## config.mk

```make
export PLATFORM = sky130hd
export DESIGN_NAME = ipcb_bank
export DESIGN_NICKNAME = d
export VERILOG_FILES = /design/src/ipcb_pkg.sv /design/src/ipcb_arbiter.sv /design/src/ipcb_bank.sv
export SDC_FILE = /design/constraint.sdc
export NUM_CORES = 1
export LEC_CHECK = 0
export ABC_AREA = 1
export BUFFER_PORTS_ARGS = -buffer_cell sky130_fd_sc_hd__buf_2
export CAP_MARGIN = 30
export CORE_MARGIN = 3
export CORE_UTILIZATION = 35
export DETAILED_ROUTE_END_ITERATION = 7
export REMOVE_ABC_BUFFERS = 1
export SLEW_MARGIN = 30
export SYNTH_ARGS = -nofsm -noshare
export SYNTH_HDL_FRONTEND = slang
export SYNTH_SLANG_ARGS = --single-unit
```

## constraint.sdc

```tcl
create_clock -name mclk -period 48.4 [get_ports mclk]
set_input_delay 2.42 -clock mclk [delete_from_list [all_inputs] [get_ports mclk]]
set_output_delay 2.42 -clock mclk [all_outputs]
set_load 0.01 [all_outputs]
```

## src/ipcb_pkg.sv

```systemverilog
// Purpose: Constants for the interrupt priority configuration bank
// Assumes: 16-bit registers, one per aligned 32-bit Avalon word
`default_nettype none
package ipcb_pkg;
	localparam int NUM_REGS = 11;
	localparam int NUM_SRC = 23;
	localparam logic [2:0] LEVEL_RESET = 3'h4;
	localparam logic [2:0] LEVEL_OFF = 3'h0;
	localparam logic [3:0] ADDR_EXT1 = 4'h0;
	localparam logic [3:0] ADDR_TMR4 = 4'h1;
	localparam logic [3:0] ADDR_SER2 = 4'h2;
	localparam logic [3:0] ADDR_SPI2 = 4'h3;
	localparam logic [3:0] ADDR_CAP = 4'h4;
	localparam logic [3:0] ADDR_CMP5 = 4'h5;
	localparam logic [3:0] ADDR_PAR = 4'h6;
	localparam logic [3:0] ADDR_TWI2 = 4'h7;
	localparam logic [3:0] ADDR_EXT34 = 4'h8;
	localparam logic [3:0] ADDR_CAL = 4'h9;
	localparam logic [3:0] ADDR_CRC = 4'ha;
	// Implemented field bits per register, index = word address
	localparam logic [15:0] MASK_EXT1 = 16'h0007;
	localparam logic [15:0] MASK_TMR4 = 16'h7770;
	localparam logic [15:0] MASK_SER2 = 16'h7777;
	localparam logic [15:0] MASK_SPI2 = 16'h0077;
	localparam logic [15:0] MASK_CAP = 16'h7770;
	localparam logic [15:0] MASK_CMP5 = 16'h0070;
	localparam logic [15:0] MASK_PAR = 16'h0070;
	localparam logic [15:0] MASK_TWI2 = 16'h0770;
	localparam logic [15:0] MASK_EXT34 = 16'h0770;
	localparam logic [15:0] MASK_CAL = 16'h0700;
	localparam logic [15:0] MASK_CRC = 16'h7770;
	// Reset word: 100 in every implemented field
	localparam logic [15:0] RESET_PATTERN = 16'h4444;
	// Field bit offsets inside a register
	localparam int POS_A = 12;
	localparam int POS_B = 8;
	localparam int POS_C = 4;
	localparam int POS_D = 0;
endpackage
`default_nettype wire

```

## src/ipcb_arbiter.sv

```systemverilog
// Purpose: Picks the highest-level pending enabled source
// Assumes: Lowest index wins a tie
// Notes: Combinational
`timescale 1ns/1ps
`default_nettype none
module ipcb_arbiter #(
	parameter int NSRC = 23
) (
	input wire logic [NSRC*3-1:0] levels,
	input wire logic [NSRC-1:0] pending,
	output logic reqValid,
	output logic [4:0] reqIndex,
	output logic [2:0] reqLevel
);
	always_comb begin
		reqValid = 1'b0;
		reqIndex = 5'h0;
		reqLevel = 3'h0;
		for (int i = 0; i < NSRC; i++) begin
			// Level 000 never wins since strict greater-than is used
			if (pending[i] && (levels[i*3 +: 3] > reqLevel)) begin
				reqValid = 1'b1;
				reqIndex = 5'(i);
				reqLevel = levels[i*3 +: 3];
			end
		end
	end
endmodule
`default_nettype wire

```

## src/ipcb_bank.sv

```systemverilog
// Purpose: Priority field register bank with Avalon-MM slave
// Assumes: Word addressed, waitrequest low one cycle after request
// Notes: Levels are the raw 3-bit codes, 001 lowest, 111 highest
`timescale 1ns/1ps
`default_nettype none
module ipcb_bank (
	input wire logic mclk,
	input wire logic sys_rst,
	input wire logic [3:0] avs_address,
	input wire logic avs_read,
	input wire logic avs_write,
	input wire logic [31:0] avs_writedata,
	input wire logic [3:0] avs_byteenable,
	output logic [31:0] avs_readdata,
	output logic avs_waitrequest,
	input wire logic [22:0] srcPending,
	output logic [68:0] srcLevels,
	output logic arbValid,
	output logic [4:0] arbIndex,
	output logic [2:0] arbLevel
);
	logic [15:0] bank_reg [ipcb_pkg::NUM_REGS];
	logic [31:0] rdata_reg;
	logic [31:0] rdata_next;
	logic ack_reg;
	logic [15:0] maskTab [ipcb_pkg::NUM_REGS];
	wire logic request = avs_read | avs_write;
	wire logic hit = avs_address < 4'(ipcb_pkg::NUM_REGS);
	wire logic [15:0] laneMask = {{8{avs_byteenable[1]}}, {8{avs_byteenable[0]}}};

	assign maskTab[0] = ipcb_pkg::MASK_EXT1;
	assign maskTab[1] = ipcb_pkg::MASK_TMR4;
	assign maskTab[2] = ipcb_pkg::MASK_SER2;
	assign maskTab[3] = ipcb_pkg::MASK_SPI2;
	assign maskTab[4] = ipcb_pkg::MASK_CAP;
	assign maskTab[5] = ipcb_pkg::MASK_CMP5;
	assign maskTab[6] = ipcb_pkg::MASK_PAR;
	assign maskTab[7] = ipcb_pkg::MASK_TWI2;
	assign maskTab[8] = ipcb_pkg::MASK_EXT34;
	assign maskTab[9] = ipcb_pkg::MASK_CAL;
	assign maskTab[10] = ipcb_pkg::MASK_CRC;

	// One wait cycle, then the access completes
	assign avs_waitrequest = request & ~ack_reg;
	wire logic doWrite = avs_write & ack_reg & hit;

	genvar g;
	generate
		for (g = 0; g < ipcb_pkg::NUM_REGS; g++) begin : gRegs
			wire logic sel = doWrite && (avs_address == 4'(g));
			wire logic [15:0] wmask = laneMask & maskTab[g];
			always_ff @(posedge mclk) begin
				if (sys_rst) begin
					bank_reg[g] <= ipcb_pkg::RESET_PATTERN & maskTab[g];
				end else if (sel) begin
					// Unused bits stay zero
					bank_reg[g] <= (bank_reg[g] & ~wmask) | (avs_writedata[15:0] & wmask);
				end
			end
		end
	endgenerate

	assign rdata_next = (avs_read && hit) ? {16'h0, bank_reg[avs_address]} : 32'h0;

	always_ff @(posedge mclk) begin
		if (sys_rst) begin
			ack_reg <= 1'b0;
			rdata_reg <= 32'h0;
		end else begin
			ack_reg <= request & ~ack_reg;
			rdata_reg <= rdata_next;
		end
	end
	assign avs_readdata = rdata_reg;

	// Source order: index = position in the flat level vector
	assign srcLevels = {
		bank_reg[ipcb_pkg::ADDR_CRC][ipcb_pkg::POS_C +: 3], // 22 serial1 error
		bank_reg[ipcb_pkg::ADDR_CRC][ipcb_pkg::POS_B +: 3], // 21 serial2 error
		bank_reg[ipcb_pkg::ADDR_CRC][ipcb_pkg::POS_A +: 3], // 20 checksum
		bank_reg[ipcb_pkg::ADDR_CAL][ipcb_pkg::POS_B +: 3], // 19 calendar
		bank_reg[ipcb_pkg::ADDR_EXT34][ipcb_pkg::POS_C +: 3], // 18 ext3
		bank_reg[ipcb_pkg::ADDR_EXT34][ipcb_pkg::POS_B +: 3], // 17 ext4
		bank_reg[ipcb_pkg::ADDR_TWI2][ipcb_pkg::POS_C +: 3], // 16 two-wire slave
		bank_reg[ipcb_pkg::ADDR_TWI2][ipcb_pkg::POS_B +: 3], // 15 two-wire master
		bank_reg[ipcb_pkg::ADDR_PAR][ipcb_pkg::POS_C +: 3], // 14 parallel
		bank_reg[ipcb_pkg::ADDR_CMP5][ipcb_pkg::POS_C +: 3], // 13 compare5
		bank_reg[ipcb_pkg::ADDR_CAP][ipcb_pkg::POS_C +: 3], // 12 capture3
		bank_reg[ipcb_pkg::ADDR_CAP][ipcb_pkg::POS_B +: 3], // 11 capture4
		bank_reg[ipcb_pkg::ADDR_CAP][ipcb_pkg::POS_A +: 3], // 10 capture5
		bank_reg[ipcb_pkg::ADDR_SPI2][ipcb_pkg::POS_D +: 3], // 9 spi fault
		bank_reg[ipcb_pkg::ADDR_SPI2][ipcb_pkg::POS_C +: 3], // 8 spi event
		bank_reg[ipcb_pkg::ADDR_SER2][ipcb_pkg::POS_D +: 3], // 7 timer5
		bank_reg[ipcb_pkg::ADDR_SER2][ipcb_pkg::POS_C +: 3], // 6 ext2
		bank_reg[ipcb_pkg::ADDR_SER2][ipcb_pkg::POS_B +: 3], // 5 serial2 receive
		bank_reg[ipcb_pkg::ADDR_SER2][ipcb_pkg::POS_A +: 3], // 4 serial2 transmit
		bank_reg[ipcb_pkg::ADDR_TMR4][ipcb_pkg::POS_C +: 3], // 3 compare3
		bank_reg[ipcb_pkg::ADDR_TMR4][ipcb_pkg::POS_B +: 3], // 2 compare4
		bank_reg[ipcb_pkg::ADDR_TMR4][ipcb_pkg::POS_A +: 3], // 1 timer4
		bank_reg[ipcb_pkg::ADDR_EXT1][ipcb_pkg::POS_D +: 3] // 0 ext1
	};

	ipcb_arbiter #(
		.NSRC(ipcb_pkg::NUM_SRC)
	) uArb (
		.levels(srcLevels),
		.pending(srcPending),
		.reqValid(arbValid),
		.reqIndex(arbIndex),
		.reqLevel(arbLevel)
	);
endmodule
`default_nettype wire

```

## Word-level counts from Yosys, hierarchy flattened

Memories as Yosys holds them, arrays and structs flattened. A register that Yosys moved wholly into a read port is not among the register bits.
Index checks and enable logic that the tools add are counted.
Widths: inputs -> output; s select.

- Register bits after elaboration: 17
- RAM bits: 176
- Input bits: 67
- Output and inout port bits: 111
- Word-level logic and storage cells: 241
- Memories: 1

Memories:

| memory | words | bits a word | read ports | clocked after memory_dff | wr ports | line | RTL |
|---|---|---|---|---|---|---|---|
| bank_reg | 11 | 16 | 12 | 1 | 11 | ipcb_bank.sv:22 | `logic [15:0] bank_reg [ipcb_pkg::NUM_REGS];` |

- Magnitude comparators: 24
- Equality and inequality tests: 10
- Mux-type cells: 114
- Bitwise operators: 53
- Reductions and logical operators: 37

Operator list:

| cell | count |
|---|---|
| $and 16x16->16 | 11 |
| $mux 16 | 11 |
| $or 16x16->16 | 11 |
| $mux 3 | 27 |
| $gt 3x3->1 | 22 |
| $mux 1 | 59 |
| $logic_and 1x1->1 | 35 |
| $mux 5 | 7 |
| $and 16x11->16 | 2 |
| $and 16x15->16 | 2 |
| $and 16x7->16 | 2 |
| $mux 4 | 8 |
| $not 11->16 | 2 |
| $not 15->16 | 2 |
| $not 7->16 | 2 |
| $and 16x3->16 | 1 |
| $eq 4x3->1 const B | 4 |
| $not 3->16 | 1 |
| $eq 4x4->1 const B | 3 |
| $or 1x1->1 | 12 |
| $eq 4x2->1 const B | 2 |
| $eq 4x1->1 const B | 1 |
| $logic_not 4->1 | 1 |
| $lt 4x4->1 const B | 1 |
| other kinds (5) | 9 |

## Logic depth before layout (Yosys ltp)

An unclocked memory read counts as a cell.

- Depth in word-level cells: 70
- Mapped depth: 164
- Depth with buffers taken out: 164

## By module

From an unflattened synthesis, not the netlist that was laid out.

- Cells, all modules: 982
- Area, all modules: 7091.8 um^2

Modules (own cells, without submodules):

| module | times used | cells an instance | area each (um^2) | seq. area each (um^2) |
|---|---|---|---|---|
| ipcb_bank | 1 | 496 | 4344.2 | 2332.2 |
| ipcb_arbiter | 1 | 486 | 2747.6 | 0.0 |

## Worst setup path before layout

OpenSTA, ideal clock, no wires.

- Path type: input -> output
- Start: input port srcPending[0]
- End: output port arbIndex[3]
- Arrival: 23.053 ns
- Path slack: 22.927 ns
- Cell stages on the path: 142
- Buffers on the path: 0
- Path through: nand2_1 nor2_1 inv_1 ha_1 nand3_1 nand2_1 inv_2 nand2_4 o21ai_0 ha_1 o21ai_0 nand3_1 nand3_2 nand2_2 o21ai_0 ha_1 o31ai_1 inv_2 [106 not listed] ha_1 inv_1 nor2_1 o21ai_0 inv_1 nor2_1 nor2_1 nand2_1 or2_2 nand2_1 ha_1 nand2_1 nor2_1 a211oi_1 nor2_1 inv_1 nand4_1 a21oi_1

- Word-level cells in the longest chain between the ends: 68

RTL lines:

| item | line | RTL |
|---|---|---|
| start: declaration | ipcb_bank.sv:16 | `input wire logic [22:0] srcPending,` |
| $logic_and 1x1->1 * | ipcb_arbiter.sv:21 | `if (pending[i] && (levels[i*3 +: 3] > reqLevel)) begin` |
| $mux 3 * | ipcb_arbiter.sv:21 |  |
| $gt 3x3->1 | ipcb_arbiter.sv:21 |  |
| $logic_and 1x1->1 | ipcb_arbiter.sv:21 |  |
| $mux 3 * | ipcb_arbiter.sv:21 |  |
| $gt 3x3->1 | ipcb_arbiter.sv:21 |  |
| $logic_and 1x1->1 | ipcb_arbiter.sv:21 |  |
| $mux 3 * | ipcb_arbiter.sv:21 |  |
| [52 not listed] | -- |  |
| $logic_and 1x1->1 | ipcb_arbiter.sv:21 |  |
| $mux 3 | ipcb_arbiter.sv:21 |  |
| $gt 3x3->1 | ipcb_arbiter.sv:21 |  |
| $logic_and 1x1->1 | ipcb_arbiter.sv:21 |  |
| $mux 3 | ipcb_arbiter.sv:21 |  |
| $gt 3x3->1 | ipcb_arbiter.sv:21 |  |
| $logic_and 1x1->1 | ipcb_arbiter.sv:21 |  |
| $mux 5 * | ipcb_arbiter.sv:21 |  |
| end: declaration | ipcb_bank.sv:19 | `output logic [4:0] arbIndex,` |

Every way passes the cells marked *; elsewhere a longest branch is shown, timed or not.

## Worst setup path in the final report

Ends and elaborated chain as after synthesis.

==> impl_results.md <==
* Status: finished, final reports clean
* Clk Latency, worst-skew pair at 0.36 ns
* Postcts setup bufs at 0
* Via count at 6644
* Pre-Repair DR Iteration Count at 5
* Sequential-to-total area share from yosys stat at 35.37%
* ANT cells at 0
* Synth unique cells at 37
* Crit end category: output pin
* Max_cap viols at 0
* Top FF cell, synth: edfxtp_1
* Final Setup Violations at 0
* Via density at 5.277
* CTS sink count at 82
* Ys async rst share at 0%
* Critical path required time at 45.98 ns
* Largest register FFs at 69
* H-tree depth at 3
* Fill cells at 1980
* Largest net degree at the start of global routing at 26
* Final Slew Violations at 0
* Crit. Startpoint: srcPending[0]
* Drt wl/cell at 18.35 µm
* Slew HR at 36.39%
* Layout cells sized above 1 at 22.82%
* Reg2Reg Capture Point: bank_reg[2][13]
* Reg2Reg Depth at 6
* Mapped Area at 6594 µm²
* Core area at 18210 µm²
* Die area at 20520 µm²
* Worst Clk Skew at 0.008896 ns
* Power density cells at 34.15 nW/µm²
* WHS at 0.4775 ns
* CTS tree: done
* Crit share post-route at 60.05%
* Fin crit period at 29.07 ns
* Nets at 1119
* Number of buffers added on ports at 135
* Synthesis-to-finish area growth at 16.87%
* I/O pin count at 178
* WL final at 23110 µm
* Total gr overflow at 0
* Post-CTS sizing at 0
* RSZ-0062 raised after global routing: false
* HP Class: reg -> reg
* Total number of yosys warnings at 0
* Critical path's slowest cell: o21ai_0
* Reg2reg setup slack at 46.45 ns
* Placed Cells at 1243
* Slew @ Worst Pin at 0.9441 ns
* RR Startpoint: ack_reg
* VDD IR max at 0.01857 mV
* Setup_tns at 0 ns
* Critical path class: in -> out
* DRT antenna net count at 0
* Number of placement rows at 49
* Cts bufs inserted at 9
* EDFF count, synth at 69
* Max stage delay on crit path at 0.37 ns
* First-pass GRT wire length at 35070 µm
* Die Ht at 143.3 µm
* Detailed Route Iter0 Violations at 584
* Die width at 143.3 µm
* Gate Count Post-Synth at 894
* CTS root buf: clkbuf_16
* Global Route Usage Sum at 22.42%
* Synth Register Bits at 82
* GPL Wtd Cong at 0.9226
* Arrival @ worst endpoint at 26.65 ns
* Mean Syn Cell Area at 7.376 µm²
* Hold_buf cts at 0
* CTS Buffer Depth at 2
* Final hold violations at 0
* Worst setup SP type: primary input
* Clk slew on worst S/H paths at 0.06 ns
* Worst-path maximum fanout at 7
* P_leak at 0.003670 µW
* Most used cell, CP: nand2_2
* Detailed Place HPWL at 18220 µm
* Overall power at 263.2 µW
* Initial antenna violation count at 0
* CP endpoint: arbIndex[3]
* Drc violations at 0
* Final Non-Filler Cells at 1259
* Number of global-route vias before repair at 6198
* Highest Clock Rate at 0.03440 GHz
* Starting Density at 36.21%
-- synthesized netlist by cell type, types with 3 or more instances --
cell type	instances	area, µm²
inv_2	6	22.52
o21ai_1	3	15.01
ha_1	27	337.8
o22ai_1	17	106.4
clkinv_1	5	18.77
nor2_1	83	311.6
o221ai_1	4	35.03
o32ai_1	13	113.9
buf_4	20	150.1
edfxtp_1	69	2072
nand2_1	124	465.5
inv_1	159	596.8
dfxtp_1	13	260.3
clkbuf_1	15	56.30
o211ai_1	21	157.7
a31oi_1	4	25.02
nand2_4	15	168.9
o21ai_0	57	285.3
nand3_2	18	180.2
o21a_1	3	22.52
nand3_1	49	245.2
a21oi_1	95	475.5
nand2_2	46	287.8
nor3_1	11	55.05
-- where the power goes --
group / switching [µW] / total, µW / internal [µW]
Clock: 28.4 / 67.7 / 39.3
Combinational: 75.0 / 115 / 40.2
Sequential: 2.08 / 80.3 / 78.2
-- through the flow --
stage          util, %  setup WS (ns)  cell area (µm²)
2_1_floorplan        -          22.93             6459
6_report         42.32          19.33             7706
3_5_place_dp     40.80          19.58             7428
5_1_grt          42.32          16.72             7706
3_3_place_gp     40.80          19.94             7428
4_1_cts          42.32          19.53             7706
-- logic make-up after synthesis --
group | Yosys count | share of synthesized area [%]
simple gates | 352 | 26.62
compound gates | 227 | 20.02
buf+inv | 205 | 12.81
flops | 82 | 35.37
fa+ha+maj | 27 | 5.123
other cells | 1 | 0.05687
-- worst max-delay path: cells and delay by family --
kind,cells,cell delay [ns]
compound gates,41,10.13
fa+ha+maj,22,6.46
buf+inv,20,1.78
simple gates,61,5.86
-- cell usage in the layout, fill, tap and decap left out, drive strengths merged, types with 13 or more instances in the layout --
master and instances:
nand2 185, inv 165, o32ai 13, o22ai 17, o211ai 21, conb 20, dfxtp 13, nand3 67
nor2 83, buf 136, a21oi 97, edfxtp 69, o21ai 60, ha 27
-- cell type report --
| type | instances | area (µm²) | area share, % |
|---|---|---|---|
| sequential | 82 | 2332 | 30.26 |
| inverter | 170 | 638.1 | 8.281 |
| tap | 229 | 286.5 | 3.718 |
| clock inverter | 5 | 45.04 | 0.5845 |
| multi-input combinational | 626 | 3488 | 45.27 |
| clock buffer | 11 | 232.7 | 3.020 |
| timing repair buffer | 136 | 683.2 | 8.865 |
-- layer usage --
| metal | track usage [%] | vias to the layer above | routed length (µm) |
|---|---|---|---|
| met2 | 34.82 | 290 | 10440 |
| met3 | 4.990 | 41 | 1911 |
| met5 | 0 | - | 0 |
| met4 | 6.293 | 0 | 486 |
| li1 | - | 3251 | - |
| met1 | 31.51 | 3062 | 10270 |
-- worst min path at each step --
stage               depth (start not counted)  slack [ns]  endpoint     from
finish                                      1        0.48   ack_reg  ack_reg
global route                                1        0.49   ack_reg  ack_reg
CTS                                         1        0.47   ack_reg  ack_reg
detailed placement                          1        0.47   ack_reg  ack_reg
global placement                            1        0.44   ack_reg  ack_reg
floorplan                                   1        0.42   ack_reg  ack_reg
(Power assumes the default switching activity.)
